`src/design/pce_map.svh`:
```
// Register map constants for the performance counter enable/control group.
// Assumes inclusion by bare name from design files; definitions only.
`ifndef PCE_MAP_SVH
`define PCE_MAP_SVH

// Coprocessor transfer decode: coprocessor number, CRn, CRm, opc1
`define PCE_CP_NUM          4'hF
`define PCE_CRN             4'h9
`define PCE_CRM             4'hC
`define PCE_OPC1            3'h0
// opcode2 selects the register inside the group
`define PCE_OP2_ENSET       3'h1
`define PCE_OP2_ENCLR       3'h2
`define PCE_OP2_OVF         3'h3
`define PCE_OP2_SWINC       3'h4
`define PCE_OP2_PTR         3'h5
// Field positions
`define PCE_BIT_CYC         31
`define PCE_BIT_C1          1
`define PCE_BIT_C0          0
`define PCE_PTR_MSB         4
// Pointer codes
`define PCE_PTR_C0          5'h00
`define PCE_PTR_C1          5'h01
`define PCE_PTR_FILT        5'h1F
// Event code that lets software increments through
`define PCE_EVT_SWINC       8'h00
// Reset values
`define PCE_RST_EN          3'h0
`define PCE_RST_OVF         3'h0
`define PCE_RST_PTR         5'h00

`endif

```
`src/design/pce_pkg.sv`:
```
// Types for the performance counter enable/control group.
// Assumes pce_map.svh is available on the include path.
package pce_pkg;

	// Access decode result for one coprocessor transfer
	typedef enum logic [2:0] {
		PCE_SEL_NONE,
		PCE_SEL_ENSET,
		PCE_SEL_ENCLR,
		PCE_SEL_OVF,
		PCE_SEL_SWINC,
		PCE_SEL_PTR
	} pce_sel_t;

	// Three-bit compact vector: bit 2 cycle counter, bits 1..0 event counters
	typedef logic [2:0] pce_vec_t;

endpackage

```
`src/design/pce_ctrl.sv`:
```
// Performance monitor count-enable, overflow, software increment and pointer group.
// Assumes a core issuing coprocessor register transfers on i_clk, one per cycle at most,
// and that the counters, event selection and global control live elsewhere in the unit.
`timescale 1ns/1ps
`include "pce_map.svh"

module pce_ctrl (
	// Clock and reset
	input  wire logic        i_clk,
	input  wire logic        i_rst_b,
	// Coprocessor transfer from the core
	input  wire logic        i_cp_valid,
	input  wire logic        i_cp_write,
	input  wire logic [3:0]  i_cp_num,
	input  wire logic [2:0]  i_cp_opc1,
	input  wire logic [3:0]  i_cp_crn,
	input  wire logic [3:0]  i_cp_crm,
	input  wire logic [2:0]  i_cp_opc2,
	input  wire logic [31:0] i_cp_wdata,
	input  wire logic        i_cp_user,
	// User-enable control from the rest of the unit
	input  wire logic        i_user_enable,
	// Global enable and per-counter event codes from the rest of the unit
	input  wire logic        i_global_enable,
	input  wire logic [7:0]  i_event_sel0,
	input  wire logic [7:0]  i_event_sel1,
	// Overflow events from the counters: bit 2 cycle, bits 1..0 event counters
	input  wire logic [2:0]  i_overflow,
	// Transfer answer to the core
	output logic             o_cp_ack,
	output logic             o_cp_undef,
	output logic [31:0]      o_cp_rdata,
	// Controls to the counters
	output logic [2:0]       o_count_enable,
	output logic [1:0]       o_sw_increment,
	output logic [4:0]       o_counter_pointer
);

	typedef struct packed {
		logic        ack;
		logic        undef;
		logic [31:0] rdata;
		logic [2:0]  count_enable;
		logic [1:0]  sw_increment;
		logic [4:0]  pointer;
		logic [2:0]  en;
	} pce_state_t;

	pce_state_t       state;
	pce_state_t       next_state;
	pce_pkg::pce_sel_t sel;
	logic             hit;
	logic             allowed;
	pce_pkg::pce_vec_t wvec;
	pce_pkg::pce_vec_t ovf_clr;
	pce_pkg::pce_vec_t ovf_flags;
	logic [31:0]      en_word;
	logic [31:0]      ovf_word;

	// Fold a 32-bit register word onto the three implemented bit positions
	function automatic logic [2:0] pce_pick(input logic [31:0] w);
		pce_pick = {w[`PCE_BIT_CYC], w[`PCE_BIT_C1], w[`PCE_BIT_C0]};
	endfunction

	// Spread the three implemented bits back to their word positions
	function automatic logic [31:0] pce_spread(input logic [2:0] v);
		logic [31:0] w;
		w = 32'h0000_0000;
		w[`PCE_BIT_CYC] = v[2];
		w[`PCE_BIT_C1]  = v[1];
		w[`PCE_BIT_C0]  = v[0];
		pce_spread = w;
	endfunction

	// Decode the transfer; the group is one shared copy for both security states
	always_comb begin
		hit = i_cp_valid && (i_cp_num == `PCE_CP_NUM) && (i_cp_opc1 == `PCE_OPC1)
			&& (i_cp_crn == `PCE_CRN) && (i_cp_crm == `PCE_CRM);
		case (i_cp_opc2)
			`PCE_OP2_ENSET: sel = pce_pkg::PCE_SEL_ENSET;
			`PCE_OP2_ENCLR: sel = pce_pkg::PCE_SEL_ENCLR;
			`PCE_OP2_OVF:   sel = pce_pkg::PCE_SEL_OVF;
			`PCE_OP2_SWINC: sel = pce_pkg::PCE_SEL_SWINC;
			`PCE_OP2_PTR:   sel = pce_pkg::PCE_SEL_PTR;
			default:        sel = pce_pkg::PCE_SEL_NONE;
		endcase
		if (!hit) begin
			sel = pce_pkg::PCE_SEL_NONE;
		end
		// User mode may reach the group only when user access is enabled
		allowed = !i_cp_user || i_user_enable;
	end

	// Reserved bits 30..2 are simply never looked at, so writes there vanish
	assign wvec = pce_pick(i_cp_wdata);

	// Overflow flags clear on a written one; a counter overflow in the same cycle wins
	assign ovf_clr = (sel == pce_pkg::PCE_SEL_OVF && i_cp_write && allowed)
		? wvec : 3'h0;

	pce_flag_bank #(
		.WIDTH (3)
	) u_ovf (
		.i_clk   (i_clk),
		.i_rst_b (i_rst_b),
		.i_set   (i_overflow),
		.i_clr   (ovf_clr),
		.o_flags (ovf_flags)
	);

	// Read views; bits that do not exist read as zero
	assign en_word  = pce_spread(state.en);
	assign ovf_word = pce_spread(ovf_flags);

	// Next-state logic for enables, pointer, increments and the answer
	always_comb begin
		next_state = state;
		next_state.ack = 1'b0;
		next_state.undef = 1'b0;
		next_state.sw_increment = 2'b00;
		if (sel != pce_pkg::PCE_SEL_NONE) begin
			next_state.ack = 1'b1;
			next_state.undef = !allowed;
			next_state.rdata = 32'h0000_0000;
			if (allowed && i_cp_write) begin
				case (sel)
					pce_pkg::PCE_SEL_ENSET: begin
						next_state.en = state.en | wvec;
					end
					pce_pkg::PCE_SEL_ENCLR: begin
						next_state.en = state.en & ~wvec;
					end
					pce_pkg::PCE_SEL_SWINC: begin
						// Only counters set to the software event take the pulse
						next_state.sw_increment[0] = wvec[0]
							&& (i_event_sel0 == `PCE_EVT_SWINC);
						next_state.sw_increment[1] = wvec[1]
							&& (i_event_sel1 == `PCE_EVT_SWINC);
					end
					pce_pkg::PCE_SEL_PTR: begin
						// Undefined codes are stored as written; the far side treats them freely
						next_state.pointer = i_cp_wdata[`PCE_PTR_MSB:0];
					end
					default: begin
						next_state.en = state.en;
					end
				endcase
			end else if (allowed) begin
				case (sel)
					pce_pkg::PCE_SEL_ENSET: next_state.rdata = en_word;
					pce_pkg::PCE_SEL_ENCLR: next_state.rdata = en_word;
					pce_pkg::PCE_SEL_OVF:   next_state.rdata = ovf_word;
					pce_pkg::PCE_SEL_PTR: begin
						next_state.rdata = {27'h0000000, state.pointer};
					end
					// Write-only register reads back zero
					default:                next_state.rdata = 32'h0000_0000;
				endcase
			end
		end
		// Effective enables use the updated per-counter bits; stored bits survive global off
		next_state.count_enable = i_global_enable ? next_state.en : 3'h0;
	end

	// State register, synchronous active-low reset
	always_ff @(posedge i_clk) begin
		if (!i_rst_b) begin
			state <= '0;
			state.en <= `PCE_RST_EN;
			state.pointer <= `PCE_RST_PTR;
		end else begin
			state <= next_state;
		end
	end

	// All outputs straight from the state register
	assign o_cp_ack          = state.ack;
	assign o_cp_undef        = state.undef;
	assign o_cp_rdata        = state.rdata;
	assign o_count_enable    = state.count_enable;
	assign o_sw_increment    = state.sw_increment;
	assign o_counter_pointer = state.pointer;

endmodule

```
`src/design/pce_flag_bank.sv`:
```
// Set/clear bank of sticky bits with hardware-set priority over software clear.
// Assumes all inputs are synchronous to i_clk.
`timescale 1ns/1ps
`include "pce_map.svh"

module pce_flag_bank #(
	parameter int WIDTH = 3
) (
	// Clock and reset
	input  wire logic             i_clk,
	input  wire logic             i_rst_b,
	// Set and clear requests, one bit per flag
	input  wire logic [WIDTH-1:0] i_set,
	input  wire logic [WIDTH-1:0] i_clr,
	// Stored flags
	output logic      [WIDTH-1:0] o_flags
);

	// Elaboration-time refusal of a width the bank cannot hold
	if (WIDTH < 1) begin : g_bad_width
		$error("pce_flag_bank: WIDTH must be at least 1");
	end

	typedef struct packed {
		logic [WIDTH-1:0] flags;
	} pce_fb_state_t;

	pce_fb_state_t state;
	pce_fb_state_t next_state;

	// Set wins over clear so an event landing with the clear is not lost
	always_comb begin
		next_state = state;
		next_state.flags = (state.flags & ~i_clr) | i_set;
	end

	// Registered state, synchronous active-low reset
	always_ff @(posedge i_clk) begin
		if (!i_rst_b) begin
			state <= '0;
		end else begin
			state <= next_state;
		end
	end

	assign o_flags = state.flags;

endmodule

```
`config.mk`:
```
export PLATFORM = sky130hd
export DESIGN_NAME = pce_ctrl
export DESIGN_NICKNAME = d
export VERILOG_FILES = /design/src/design/pce_pkg.sv /design/src/design/pce_ctrl.sv /design/src/design/pce_flag_bank.sv
export VERILOG_INCLUDE_DIRS = /design/src /design/src/design
export SDC_FILE = /design/constraint.sdc
export NUM_CORES = 1
export LEC_CHECK = 0
export ABC_AREA = 1
export BUFFER_PORTS_ARGS = -buffer_cell sky130_fd_sc_hd__buf_2
export CORE_MARGIN = 2
export CORE_UTILIZATION = 35
export CTS_CLUSTER_SIZE = 30
export DETAILED_ROUTE_END_ITERATION = 10
export GPL_ROUTABILITY_DRIVEN = 0
export PLACE_DENSITY = 0.86
export SLEW_MARGIN = 25
export SYNTH_ARGS = -nofsm -noshare
export SYNTH_HDL_FRONTEND = slang
export SYNTH_SLANG_ARGS = --single-unit
```
`constraint.sdc`:
```
create_clock -name i_clk -period 1.3 [get_ports i_clk]
set_input_delay 0.26 -clock i_clk [delete_from_list [all_inputs] [get_ports i_clk]]
set_output_delay 0.26 -clock i_clk [all_outputs]
set_load 0.02 [all_outputs]
```
==> flow_metrics.tcl, run 1 <==
set metrics [dict create \
    h-tree-depth 1 \
    fin_cells 338 \
    synth.cell_area_um2 1438 \
    synth_flop_cell "dfxtp_1" \
    antenna_found_initial 0 \
    synthDominantCellAreaShare_pct 33.42 \
    pin_count 120 \
    yosys_warnings 0 \
    clock_sinks 24 \
    rsz0062_at_grt "yes" \
    setup-violations-final 0 \
    globalRouteOverflowTotal 0 \
    yosysSeqAreaShare_pct 33.42 \
    final_layout_size_suffix_gt1_share_pct 45.49 \
    synthTopCellsByArea "dfxtp_1 33%, buf_4 14%, nand2_1 13%, inv_1 6.8%, nor2_1 5.2%" \
    drtPass1Iterations 4 \
    fmax_mhz 769.8 \
    crit_required_ps 1510 \
    cts_root_buffer "clkbuf_8" \
    grtUsageTotal_pct 14.17 \
    p_per_area_nw_per_um2 832.3 \
    ys_seq_elements 24 \
    synth_edf_count 0 \
    async_flop_share_pct 0 \
    routed_wl_um 3393 \
    cts_tree "yes" \
    cp_max_fo 7 \
    grt_pass1_wl_um 5002 \
    path_clk_slew_ps 90 \
    crit_type "in -> reg" \
    dr.first_iter.drc_count 43 \
    core_area_um2 3971 \
    p_leak_nw 1.086 \
    ir_drop_mv 0.7301 \
    min_path_cells 2 \
    die_w_um 68.09 \
    port_buffers 67 \
    grt_max_degree 15 \
    fin_area_um2 2001 \
    arrival_ps 1510 \
    clock_path_buffers 2 \
    finalCritPeriodShare_pct 99.93 \
    yosys-top-cells-count "50 x nand2_1, 26 x buf_4, 26 x inv_1" \
    rows 23 \
    cts_made_buffers 3 \
    start_util_pct 36.20 \
    avgSynthCellArea_um2 6.912 \
    postRouteAntennaNets 0 \
    outcome "finished, final reports clean" \
    drc 0 \
    clock_skew_ps 4.774 \
    worstSkewPairLatency_ps 270 \
    die-area_um2 4636 \
    r2r_cells 6 \
    wl_per_cell_um 10.04 \
    die_height_um 68.09 \
    viasPerCell 4.275 \
    post-route-min-period_ps 1299 \
    vias 1445 \
    syn2layout_area_growth_pct 39.16 \
    dp_cells 333 \
    slew_viol_final 0 \
    setup_tns_ps 0 \
    dp_hpwl_um 2665 \
    ys_types 25 \
    drv_cap 0 \
    min_path_type "in -> reg" \
    synth_most_common_cell "nand2_1" \
    place_area_um2 1836 \
    post-place-ws_ps -257.2 \
    yosysTopAreaCell "dfxtp_1" \
    final-hold-violation-count 0 \
    syn-instance-count 208 \
    power_w 0.001665 \
    fin_ws_ps 0.9295 \
    grt_pass1_vias 1231 \
    num_antenna_cells 0 \
    final_nets 365 \
    endpoint_kind "register" \
    startpoint_type "input port" \
]
-- final timing paths --
kind	startpoint	endpoint	slack [ps]
max	i_cp_crn[1]	o_count_enable[0]	0.9
min	i_user_enable	o_cp_undef	150
max reg2reg	o_counter_pointer[0]	o_cp_rdata[0]	380
min reg2reg	o_cp_rdata[31]	o_cp_rdata[31]	460
-- area by class of cell --
cell class	instances	area (um^2)
Clock buffer	3	41.29
Fill cell	374	1971
Sequential cell	24	480.5
Multi-Input combinational cell	151	823.3
Tap cell	50	62.56
Timing Repair Buffer	79	435.4
Clock inverter	1	30.03
Inverter	30	127.6
-- stage by stage --
| step | utilization (%) | hold WS, ps |
|---|---|---|
| final | 50.38 | 149.5 |
| after global routing | 50.38 | 152.0 |
| after CTS | 48.02 | 145.9 |
| after detailed placement | 46.22 | 442.6 |
| after global placement | 46.22 | 439.4 |
| after floorplan | - | 336.8 |
-- what timing repair did --
item                                    4_1_cts  5_1_grt
hold buffers                                  0        0
endpoints found under the setup margin        0       15
resized for setup                             0       21
buffers inserted                              0        1
-- logic make-up after synthesis --
family                 share of synthesized area (%)
buffers and inverters                          22.02
AO/OA/AOI/OAI                                  10.53
other                                         0.2608
AND/OR/NAND/NOR                                33.77
flip-flops                                     33.42
-- registers in the layout, summed over array words and instances, names as in the netlist --
register and cells:
en_word 3, o_sw_increment 2, u_ovf.o_flags 3, o_cp_undef 1, o_counter_pointer 5, o_count_enable 3
o_cp_ack 1, o_cp_rdata 6
-- power by group --
part / internal, W / switching [W]
clock network: 0.000412 / 0.000246
registers: 0.000741 / 0.00000346
logic: 0.0000935 / 0.000170
total: 0.00125 / 0.000419
-- cells in the final DEF, fill, tap and decap left out, types with 2 or more instances in the layout --
cell type | netlist | final
o21ai_1 | 5 | 4
nand4_1 | 4 | 4
nand3_1 | 6 | 5
nor2_1 | 20 | 17
a21oi_2 | 3 | 10
buf_4 | 26 | 11
buf_2 | 1 | 66
nor2_4 | 2 | 2
clkbuf_8 | 0 | 3
nor4_1 | 2 | 2
a21oi_1 | 14 | 7
dfxtp_1 | 24 | 24
nand2_2 | 4 | 8
nor2_2 | 4 | 7
nand2_4 | 2 | 4
inv_8 | 0 | 2
conb_1 | 1 | 26
nor3_1 | 4 | 4
buf_6 | 0 | 2
inv_2 | 4 | 8
nand2_1 | 50 | 44
inv_1 | 26 | 20
-- critical path, cell delays in order --
cell and delay (ps):
buf_2 130, inv_8 40, nand2_2 40, nor2_2 100
nand2_2 90, nor2_8 210, nand2_4 120, nand2_4 90
nand2_4 70, nor2_4 150, nand2_2 60, a21oi_1 140
-- metal layers --
metal	global-route usage (%)	wire (um)	vias up
met4	3.250	55	0
met5	0	0	-
met2	25.36	1769	61
met3	5.099	286	7
li1	-	-	751
met1	15.98	1282	626
Note: power is estimated with default switching activity, not from simulation.
==> run 2: changes to the inputs <==
--- a/config.mk
+++ b/config.mk
@@ -10,6 +10,7 @@
 export BUFFER_PORTS_ARGS = -buffer_cell sky130_fd_sc_hd__buf_2
 export CORE_MARGIN = 2
 export CORE_UTILIZATION = 35
+export CTS_BUF_LIST = sky130_fd_sc_hd__clkbuf_2
 export CTS_CLUSTER_SIZE = 30
 export DETAILED_ROUTE_END_ITERATION = 10
 export GPL_ROUTABILITY_DRIVEN = 0
==> flow_metrics.tcl, run 2 (synthesized netlist as in run 1, its figures left out) <==
set metrics [dict create \
    outcome "finished, final reports clean" \
    cts_resized 0 \
    hold_path_end "o_cp_undef" \
    fin_area_um2 1881 \
    grtUsageTotal_pct 13.86 \
    combPwrFrac_pct 16.7 \
    final-hold-violation-count 0 \
    min_path_cells 2 \
    cts_made_buffers 3 \
    clock_path_buffers 2 \
    p_per_area_nw_per_um2 794.3 \
    min_path_type "in -> reg" \
    r2r-end "o_cp_rdata[0]" \
    postRouteAntennaNets 0 \
    fin_cells 337 \
    fin_ws_ps 110.0 \
    hold_buffers 0 \
    cp_max_fo 3 \
    clock_skew_ps 4.393 \
    setup-violations-final 0 \
    setup_tns_ps 0 \
    arrival_ps 930 \
    endpoint_kind "output pin" \
    vias 1415 \
    die_height_um 68.09 \
    crit_type "reg -> out" \
    fmax_mhz 840.3 \
    pwr-share-seq_pct 50.1 \
    post-place-ws_ps -257.2 \
    h-tree-depth 1 \
    critPathLaunch "o_counter_pointer[0]" \
    p_leak_nw 1.051 \
    dp_cells 333 \
    startpoint_type "register" \
    path_clk_slew_ps 230 \
    intPower_w 0.001100 \
    wl_per_cell_um 9.211 \
    start_util_pct 36.20 \
    largest_register_ffs 6 \
    port_buffers 67 \
    crit_chain "buf_2" \
    r2r_cells 6 \
    cts_tree "yes" \
    rows 23 \
    die-area_um2 4636 \
    crit_required_ps 1040 \
    cts_root_buffer "clkbuf_2" \
    routed_wl_um 3104 \
    cts_setup_buffers 0 \
    drv_cap 0 \
    r2r_start "o_counter_pointer[0]" \
    ir_drop_mv 1.094 \
    antenna_found_initial 0 \
    final_cell_mix "67 x buf_2, 47 x nand2_1, 26 x conb_1" \
    clock_sinks 24 \
    pin_count 120 \
    post-route-min-period_ps 1190 \
    switching_power_w 0.0003935 \
    dp_hpwl_um 2665 \
    drc 0 \
    grt_max_degree 15 \
    max_stage_delay_ps 410 \
    syn2layout_area_growth_pct 30.81 \
    min-delay-start "i_user_enable" \
    path_delay_family "flip-flops" \
    final_layout_size_suffix_gt1_share_pct 40.42 \
    fin_util_pct 47.35 \
    worstSkewPairLatency_ps 340 \
    path_buf_inv 1 \
    dr.first_iter.drc_count 37 \
    cpMaxStageDelayCell "dfxtp_1" \
    viasPerCell 4.199 \
    final_nets 364 \
    switching_share_pct 26.34 \
    reg2reg_setup_slack_ps 410 \
    grt_pass1_wl_um 4933 \
    globalRouteOverflowTotal 0 \
    drtPass1Iterations 4 \
    slew_viol_final 0 \
    core_area_um2 3971 \
    num_antenna_cells 0 \
    rsz0062_at_grt "no" \
    clkPwrFrac_pct 33.2 \
    place_area_um2 1836 \
    die_w_um 68.09 \
    grt_pass1_vias 1222 \
    final_common_cell "buf_2" \
    finalCritPeriodShare_pct 91.54 \
]
[run 2: cell types whose count changed in the layout (fill, tap and decap cells not counted), moves of 2 or more]
cell / previous run / this run
clkbuf_2: 0 / 3
a21oi_2: 10 / 3
clkbuf_8: 3 / 0
nand2_4: 4 / 2
nand2_1: 44 / 47
a21oi_1: 7 / 14
buf_6: 2 / 0
[run 2: layer usage]
layer	vias up	global-route usage (%)	routed length, um
li1	751	-	-
met1	612	16.08	1279
met2	52	24.15	1557
met3	0	5.263	267
met4	0	3.000	0
met5	-	0	0
[run 2: metrics by stage]
step                      hold WS [ps]  power (W)
after global routing             4.784   0.001560
final                            47.09   0.001494
after floorplan                  336.8  0.0009572
after global placement           439.4   0.001006
after detailed placement         442.6   0.001011
after CTS                        21.03   0.001514
[run 2: worst max-delay path by stage]
stage / to / slack, ps / cells after the start
after floorplan: en_word[1] / -3 / 10
final: o_counter_pointer[0] / 110 / 1
after detailed placement: u_ovf.o_flags[0] / -260 / 11
after global placement: o_count_enable[0] / -230 / 12
after global routing: u_ovf.o_flags[0] / 40 / 11
after CTS: o_counter_pointer[0] / 80 / 1
[run 2: power by group through the flow]
stage	sequential, W	combinational [W]	clock [W]
2_1_floorplan	0.000761	0.000197	0
3_3_place_gp	0.000761	0.000245	0
3_5_place_dp	0.000762	0.000249	0
4_1_cts	0.000748	0.000250	0.000516
5_1_grt	0.000749	0.000276	0.000535
6_report	0.000748	0.000249	0.000497
[run 2: area by class of cell]
| cell class | instances | area, um^2 |
|---|---|---|
| Clock buffer | 3 | 15.01 |
| Clock inverter | 1 | 30.03 |
| Fill cell | 387 | 2091 |
| Inverter | 30 | 127.6 |
| Multi-Input combinational cell | 151 | 747.0 |
| Sequential cell | 24 | 480.5 |
| Tap cell | 50 | 62.56 |
| Timing Repair Buffer | 78 | 417.9 |
